## src/inc/dcb_regs.svh

```systemverilog
`ifndef DCB_REGS_SVH
`define DCB_REGS_SVH
`define DCB_CNT_W 16
`define DCB_BYTE_W 8
`define DCB_CNT_RST 16'h0000
`define DCB_BYTE_LO 0
`define DCB_BYTE_HI 8
`endif

```

## src/inc/dcb_pkg.sv

```systemverilog
package dcb_pkg;
    typedef logic [15:0] dcb_count_t;
    typedef struct packed {
        logic first_low_byte_gate_n;
        logic first_high_byte_gate_n;
        logic second_low_byte_gate_n;
        logic second_high_byte_gate_n;
    } dcb_gates_s;
    typedef struct packed {
        dcb_count_t second;
        dcb_count_t first;
    } dcb_snap_s;
endpackage

```

## src/dcb_edge_sync.sv

```systemverilog
`timescale 1ns/1ns
// two-flop synchroniser followed by a rising-edge detector on the second stage
module dcb_edge_sync (
    // clock and reset
    input wire logic clock,
    input wire logic rst_n,
    // pin and result
    input wire logic pin,
    output logic level,
    output logic rise
);
    logic meta_r;
    logic sync_r;
    logic prev_r;
    always_ff @(posedge clock or negedge rst_n) begin
        if (!rst_n) begin
            meta_r <= 1'b0;
            sync_r <= 1'b0;
            prev_r <= 1'b0;
        end else begin
            meta_r <= pin;
            sync_r <= meta_r;
            prev_r <= sync_r;
        end
    end
    assign level = sync_r;
    assign rise = sync_r & ~prev_r;
endmodule

```

## src/dcb_dual_counter.sv

```systemverilog
`timescale 1ns/1ns
`include "dcb_regs.svh"
// What this block does
// - the first counter steps by one on each rising edge of its count clock.
// - the second counter steps by one on each rising edge of its own count clock when enabled.
// - the second counter counts only while its enable is low and ignores edges while high.
// - a low shared clear zeroes both counters at once without waiting for a count edge.
// - each rising edge of the register clock copies both counts into the snapshot.
// - the terminal count output is low while the first counter is all ones, else high.
// - the first low byte gate puts the stored first low byte on the bus.
// - the first high byte gate puts the stored first high byte on the bus.
// - the second low byte gate puts the stored second low byte on the bus.
// - the second high byte gate puts the stored second high byte on the bus.
// - bus line 0 carries the least significant bit and line 7 the most significant.
// - each counter is CNT_W bits wide (sixteen by default) and counts up in plain binary.
// - a 32-bit snapshot holds both counts and is read as four separate bytes.
module dcb_dual_counter #(
    parameter int CNT_W = `DCB_CNT_W
) (
    // system clock and reset
    input wire logic clock,
    input wire logic rstn,
    // count side pins
    input wire logic count_clock_first,
    input wire logic count_clock_second,
    input wire logic second_count_enable_n,
    input wire logic shared_counter_clear_n,
    output logic first_terminal_count_n,
    // readout side pins
    input wire logic register_clock,
    input wire dcb_pkg::dcb_gates_s gates_n,
    output logic [`DCB_BYTE_W-1:0] byte_out,
    output logic [`DCB_BYTE_W-1:0] byte_oe
);
    logic rst_meta_r;
    logic rst_sync_r;
    always_ff @(posedge clock or negedge rstn) begin
        if (!rstn) begin
            rst_meta_r <= 1'b0;
            rst_sync_r <= 1'b0;
        end else begin
            rst_meta_r <= 1'b1;
            rst_sync_r <= rst_meta_r;
        end
    end

    // clear joins the reset tree so it acts with no clock edge at all
    logic clr_meta_r;
    logic clr_sync_r;
    wire cnt_rst_n = rst_sync_r & shared_counter_clear_n;
    always_ff @(posedge clock or negedge rst_sync_r) begin
        if (!rst_sync_r) begin
            clr_meta_r <= 1'b0;
            clr_sync_r <= 1'b0;
        end else begin
            clr_meta_r <= shared_counter_clear_n;
            clr_sync_r <= clr_meta_r;
        end
    end

    logic first_rise;
    logic second_rise;
    logic reg_rise;
    logic en_meta_r;
    logic en_sync_n_r;
    dcb_edge_sync u_sync_first (
        .clock(clock),
        .rst_n(rst_sync_r),
        .pin(count_clock_first),
        .level(),
        .rise(first_rise)
    );
    dcb_edge_sync u_sync_second (
        .clock(clock),
        .rst_n(rst_sync_r),
        .pin(count_clock_second),
        .level(),
        .rise(second_rise)
    );
    dcb_edge_sync u_sync_reg (
        .clock(clock),
        .rst_n(rst_sync_r),
        .pin(register_clock),
        .level(),
        .rise(reg_rise)
    );
    // enable synchronised with the same latency as the edge, so it is sampled at that edge
    always_ff @(posedge clock or negedge rst_sync_r) begin
        if (!rst_sync_r) begin
            en_meta_r <= 1'b1;
            en_sync_n_r <= 1'b1;
        end else begin
            en_meta_r <= second_count_enable_n;
            en_sync_n_r <= en_meta_r;
        end
    end

    // counters; edges seen while clear is still settling are dropped
    logic [CNT_W-1:0] first_r;
    logic [CNT_W-1:0] second_r;
    wire count_ok = clr_sync_r;
    wire [CNT_W-1:0] first_nxt = first_r + {{(CNT_W-1){1'b0}}, 1'b1};
    wire [CNT_W-1:0] second_nxt = second_r + {{(CNT_W-1){1'b0}}, 1'b1};
    wire second_step = second_rise & ~en_sync_n_r & count_ok;
    always_ff @(posedge clock or negedge cnt_rst_n) begin
        if (!cnt_rst_n) begin
            first_r <= CNT_W'(`DCB_CNT_RST);
            second_r <= CNT_W'(`DCB_CNT_RST);
        end else begin
            if (first_rise && count_ok) begin
                first_r <= first_nxt;
            end
            if (second_step) begin
                second_r <= second_nxt;
            end
        end
    end

    wire first_full = &first_r;
    always_ff @(posedge clock or negedge cnt_rst_n) begin
        if (!cnt_rst_n) begin
            first_terminal_count_n <= 1'b1;
        end else begin
            first_terminal_count_n <= ~(first_rise && count_ok ? &first_nxt : first_full);
        end
    end

    // narrower counters are zero-extended into the fixed 16-bit snapshot fields
    dcb_pkg::dcb_count_t first_wide;
    dcb_pkg::dcb_count_t second_wide;
    assign first_wide = dcb_pkg::dcb_count_t'(first_r);
    assign second_wide = dcb_pkg::dcb_count_t'(second_r);

    // snapshot is not cleared by the shared clear, only by system reset
    dcb_pkg::dcb_snap_s snap_r;
    always_ff @(posedge clock or negedge rst_sync_r) begin
        if (!rst_sync_r) begin
            snap_r <= '0;
        end else if (reg_rise) begin
            snap_r <= {second_wide, first_wide};
        end
    end

    logic [3:0] gate_meta_r;
    logic [3:0] gate_sync_n_r;
    always_ff @(posedge clock or negedge rst_sync_r) begin
        if (!rst_sync_r) begin
            gate_meta_r <= 4'hF;
            gate_sync_n_r <= 4'hF;
        end else begin
            gate_meta_r <= gates_n;
            gate_sync_n_r <= gate_meta_r;
        end
    end

    // if several gates are low the first-listed wins; the host must not do that
    wire sel_a_lo = ~gate_sync_n_r[3];
    wire sel_a_hi = ~gate_sync_n_r[2];
    wire sel_b_lo = ~gate_sync_n_r[1];
    wire sel_b_hi = ~gate_sync_n_r[0];
    wire any_sel = sel_a_lo | sel_a_hi | sel_b_lo | sel_b_hi;
    wire [`DCB_BYTE_W-1:0] byte_sel =
        sel_a_lo ? snap_r.first[`DCB_BYTE_LO +: `DCB_BYTE_W] :
        sel_a_hi ? snap_r.first[`DCB_BYTE_HI +: `DCB_BYTE_W] :
        sel_b_lo ? snap_r.second[`DCB_BYTE_LO +: `DCB_BYTE_W] :
        sel_b_hi ? snap_r.second[`DCB_BYTE_HI +: `DCB_BYTE_W] :
        `DCB_BYTE_W'(0);
    always_ff @(posedge clock or negedge rst_sync_r) begin
        if (!rst_sync_r) begin
            byte_out <= '0;
            byte_oe <= '0;
        end else begin
            byte_out <= byte_sel;
            byte_oe <= {`DCB_BYTE_W{any_sel}};
        end
    end
endmodule

```

## config.mk

```make
export PLATFORM = sky130hd
export DESIGN_NAME = dcb_dual_counter
export DESIGN_NICKNAME = d
export VERILOG_FILES = /design/src/inc/dcb_pkg.sv /design/src/dcb_edge_sync.sv /design/src/dcb_dual_counter.sv
export VERILOG_INCLUDE_DIRS = /design/src /design/src/inc
export SDC_FILE = /design/constraint.sdc
export NUM_CORES = 1
export LEC_CHECK = 0
export BUFFER_PORTS_ARGS = -buffer_cell sky130_fd_sc_hd__buf_2
export CORE_MARGIN = 1.5
export CORE_UTILIZATION = 53
export CTS_CLUSTER_SIZE = 28
export DETAILED_ROUTE_END_ITERATION = 10
export PLACE_DENSITY = 0.74
export REMOVE_ABC_BUFFERS = 1
export SLEW_MARGIN = 5
export SYNTH_ARGS = -nofsm -noshare
export SYNTH_HDL_FRONTEND = slang
export SYNTH_HIERARCHICAL = 1
export SYNTH_SLANG_ARGS = --single-unit
```

## constraint.sdc

```tcl
create_clock -name clock -period 2.7 [get_ports clock]
set_input_delay 0.405 -clock clock [delete_from_list [all_inputs] [get_ports clock]]
set_output_delay 0.405 -clock clock [all_outputs]
set_load 0.01 [all_outputs]
```

## Word-level counts from Yosys, hierarchy flattened

Cells that the tools add are included.

- Reduce and logical (&&, ||, !) cells: 3
- Add/sub/neg operators: 2
- Muxes and demuxes: 5
- Bitwise gates (word level): 18

Operator list:

| cell | count |
|---|---|
| $add A16 B1 Y16 const B | 2 |
| $mux W8 | 4 |
| $reduce_and A16 Y1 | 2 |
| $not A1 Y1 | 9 |
| $and A1 B1 Y1 | 6 |
| $or A1 B1 Y1 | 3 |
| $logic_and A1 B1 Y1 | 1 |
| $mux W1 | 1 |

- Bits in registers: 97
- Input port bits: 11

## Depth between registers and ports, before layout

- Depth after elaboration: 5
- Gate-level depth with buffers: 6
- Gate-level depth less buffers: 6

## Cells and area by module

Netlist, hierarchy kept.

Modules (own cells, without submodules):

| module | area an instance (um^2) | times used | cells each | seq. area each (um^2) |
|---|---|---|---|---|
| dcb_dual_counter | 3669.8 | 1 | 296 | 2215.9 |
| dcb_edge_sync | 88.8 | 3 | 4 | 75.1 |

## Worst setup path before layout

Ideal clock, no wire load.

- Kind: reg2reg
- Start point: register first_r[0]
- End point: register first_terminal_count_n
- Slack: 1.053 ns
- Cell stages (with the launch flop): 7
- Buffers on the path: 0
- Data arrival time: 1.556 ns
- Data required time: 2.610 ns
- Setup time: 0.090 ns
- Period minus slack after synthesis: 1.647 ns
- Cell sequence: dfrtp_1 > ha_1 > nand4_1 > nor2_1 > or3_1 > a2111oi_0 > o21ai_0

- Word-level cells in the longest chain between the ends: 4
- Elaborated cells on any way between the ends: 5

Ends and longest elaborated chain:

| what | line | text |
|---|---|---|
| start, declared | dcb_dual_counter.sv:99 | `logic [CNT_W-1:0] first_r;` |
| start signal, assigned | dcb_dual_counter.sv:107 | `` first_r <= CNT_W'(`DCB_CNT_RST); `` |
| start signal, assigned | dcb_dual_counter.sv:111 | `first_r <= first_nxt;` |
| $add A16 B1 Y16 | dcb_dual_counter.sv:102 | `wire [CNT_W-1:0] first_nxt = first_r + {{(CNT_W-1){1'b0}}, 1'b1};` |
| $reduce_and A16 Y1 | dcb_dual_counter.sv:124 | `first_terminal_count_n <= ~(first_rise && count_ok ? &first_nxt : first_full);` |
| $mux W1 * | dcb_dual_counter.sv:124 |  |
| $not A1 Y1 * | dcb_dual_counter.sv:124 |  |
| end signal, assigned | dcb_dual_counter.sv:124 |  |
| end, declared | dcb_dual_counter.sv:28 | `output logic first_terminal_count_n,` |

Every way passes the cells marked *; elsewhere a longest branch is shown, timed or not.
A chain may end at the register's enable or synchronous reset.

## Worst setup path in the final report

Ends and elaborated chain as after synthesis.

==> out/qor.csv <==
metric;value;unit
p_per_area;689;nW/um2
power.switching;0.825;mW
max_slew_violation_count;0;
timing.final.ws_setup;0.854;ns
critPathCaptureType;register;
grt_setup_unrepaired;false;
period_needed;1.85;ns
layout_common_cells;85 x dfrtp_1, 39 x mux2_2, 27 x buf_2, 25 x nor2_1, 19 x xnor2_1;
ff2ff_path_depth;6;
io_buffers;27;
cp_startpoint;first_r[0]$_DFFE_PN0P_;
regToRegSetupSlack;0.85;ns
grt_pass1_wl;10.6;mm
postCtsResizedCells;0;
cts_tree;done;
finClkSkew;0.00853;ns
setup_violations;0;
clk_pin_slew;0.09;ns
avgRoutedWirePerCell;14.7;um
gr-usage-all-layers;0.182;
die_h;89.2;um
crit_type;reg -> reg;
synth_area;3940;um2
timing.critical_path.required;2.99;ns
internal_power;2.14;mW
rr_startpoint;first_r[0]$_DFFE_PN0P_;
tritoncts.num_buffers;9;
pwr-share-clk;0.283;
grt.overflow.total;0;
clk_root_buffer_cell;clkbuf_8;
synthDominantCellAreaShare;0.547;
critPathArrivalTime;2.13;ns
n_antenna_cell;0;
final.hold.worst_slack;0.129;ns
layout.cells.most_common;dfrtp_1;
finalHoldViolations;0;
layout-drive-gt1-share;0.308;
insertion_delay;0.36;ns
syn_area_per_cell;12.8;um2
post-route-drc-count;0;
outcome;finished, final reports clean;
critical_path_peak_fanout;7;
vdd_drop_max;0.355;mV
detailroute.via_count;2256;
maxCapViolCount;0;
clk_path_buf_depth;2;
maximum_number_of_pins_on_one_net_before_global_route_repair;63;
clock_tree.htree_level_count;3;
dp_hpwl;4.42;mm
post-place-ws;0.894;ns
sw_frac_of_total;0.278;
number_of_antenna_violations_at_the_first_check_in_global_routing;0;
placedCellCount;420;
synthDominantAreaCellType;dfrtp_1;
dr.pass1.iters;4;
fmaxAchievable;0.542;GHz
area_growth;9.50;%
finish.cell_count_without_fillers;437;
die_area;7950;um2
chip_width;89.2;um
post_cts_buffers;0;
reg2reg_to;first_terminal_count_n$_DFF_PN1_;
finalWirelength;6.43;mm
place.gp.congestion;0.924;
boundaryPins;28;
timing_worst_slew_pin_value;0.930;ns
synth_area_leaders;dfrtp_1 55%, mux2_2 11%, dfstp_2 7.3%;
share_comb_of_total_power;0.119;
total_leakage_power;2.01;nW
route.antenna.remaining_nets;0;
number_of_global_route_vias_before_repair;2199;
clkSinkCount;97;
yosys_warnings;6;
avgViaCountPerCell;5.16;
core-area;7210;um2
hold_class;in -> reg;
cp_cell_sequence;ha_1 > nand4_1 > nor2_1 > or3_1 > a2111oi_0 > o21ai_0;
slew-limit-headroom;0.379;
final_net_count;347;
seqPwrFrac;0.597;
starting_utilization_of_the_core_area;0.546;
drtIter0Drc;79;
ys_seq_area_frac;0.620;
netlist_instances;308;
fin_tns_setup;0;ns
rows;31;
crit_slowest_cell;dfrtp_1;
start_kind;register;
synth-seq-cells;97;
period_share;0.684;
synth.distinct_cells;34;
critical_path.endpoint;first_terminal_count_n$_DFF_PN1_;
crit_path_max_incr_delay;0.47;ns
-- how the worst min path moves through the flow --
stage | from | end | slack [ns] | cells past startpoint
3_3_place_gp | rstn | rst_meta_r$_DFF_PN0_ | 0.19 | 1
3_5_place_dp | rstn | rst_meta_r$_DFF_PN0_ | 0.20 | 1
2_1_floorplan | rstn | rst_meta_r$_DFF_PN0_ | 0.11 | 0
5_1_grt | second_count_enable_n | en_meta_r$_DFF_PN1_ | 0.11 | 1
6_report | gates_n[3] | gate_meta_r[3]$_DFF_PN1_ | 0.13 | 1
4_1_cts | gates_n[3] | gate_meta_r[3]$_DFF_PN1_ | 0.11 | 1
-- power by group through the flow --
stage	sequential, mW	combinational (mW)	clock (mW)
after floorplan	1.78	0.238	0
after global placement	1.79	0.343	0
after detailed placement	1.80	0.356	0
after CTS	1.77	0.362	0.874
after global routing	1.80	0.400	0.943
final	1.77	0.354	0.841
-- synth_stat cells --
cell	count
dfrtp_1	86
mux2_2	39
nor2_1	25
xnor2_1	19
nand3_1	16
a21oi_1	15
nand2_1	15
xor2_1	13
dfstp_2	11
nor2b_1	9
clkbuf_1	8
buf_4	7
inv_1	6
nand4_1	6
o21ai_0	5
ha_1	3
nor2b_4	3
and2_1	2
and3_1	2
nand2b_1	2
nor3_1	2
or3_1	2
a2111oi_0	1
a31oi_1	1
and4b_4	1
clkbuf_2	1
conb_1	1
nand3b_1	1
nand4_4	1
nor3_2	1
nor4_1	1
o211ai_1	1
or2_2	1
or3_4	1
-- state kept, by name (all words and copies together) (netlist names), 4 cells and up --
| register | count |
|---|---|
| gate_sync_n_r | 4 |
| gate_meta_r | 4 |
| first_r | 16 |
| byte_out | 8 |
| snap_r | 32 |
| second_r | 16 |
-- routing by layer --
layer  share of wire  global-route usage
met5               0                   0
met4           0.021              0.0713
met3           0.044              0.0554
met2            0.47               0.286
met1            0.47               0.239
-- layout make-up --
type / count / area [um2]
inverter: 6 / 22.5
multi-input combinational: 189 / 1390
clock buffer: 9 / 124
clock inverter: 7 / 52.6
tap: 99 / 124
sequential: 97 / 2440
fill: 594 / 2900
timing repair buffer: 30 / 160
-- through the flow --
| step | cell area, um2 | util | power, mW |
|---|---|---|---|
| after floorplan | 3850 | - | 2.02 |
| after global placement | 4120 | 0.572 | 2.14 |
| after detailed placement | 4120 | 0.572 | 2.16 |
| after CTS | 4310 | 0.597 | 3.01 |
| after global routing | 4310 | 0.597 | 3.14 |
| final | 4310 | 0.597 | 2.97 |
-- repair_timing --
item,in CTS,in global routing
hold buffers,1,0
setup endpoints to repair,0,0
hold endpoints to repair,2,0
-- worst max-delay path, delay by kind of cell, from the launching register on --
kind | cells | cell delay, ns
adder cells (fa/ha/maj) | 1 | 0.27
AO/OA/AOI/OAI | 2 | 0.41
flip-flops | 1 | 0.47
AND/OR/NAND/NOR | 3 | 0.61
-- logic make-up (layout without fill, tap and decap cells) --
group,after synthesis,in the layout,share of synthesized area
xor gates and xnor gates,32,32,0.0712
adders and majority gates,3,3,0.00954
DFF,97,97,0.620
muxes,39,39,0.112
buffers and inverters,22,52,0.0280
other,1,1,0.000953
and+or+nand+nor,91,91,0.127
AOI/OAI and AO/OA,23,23,0.0312
(Power assumes the default switching activity.)
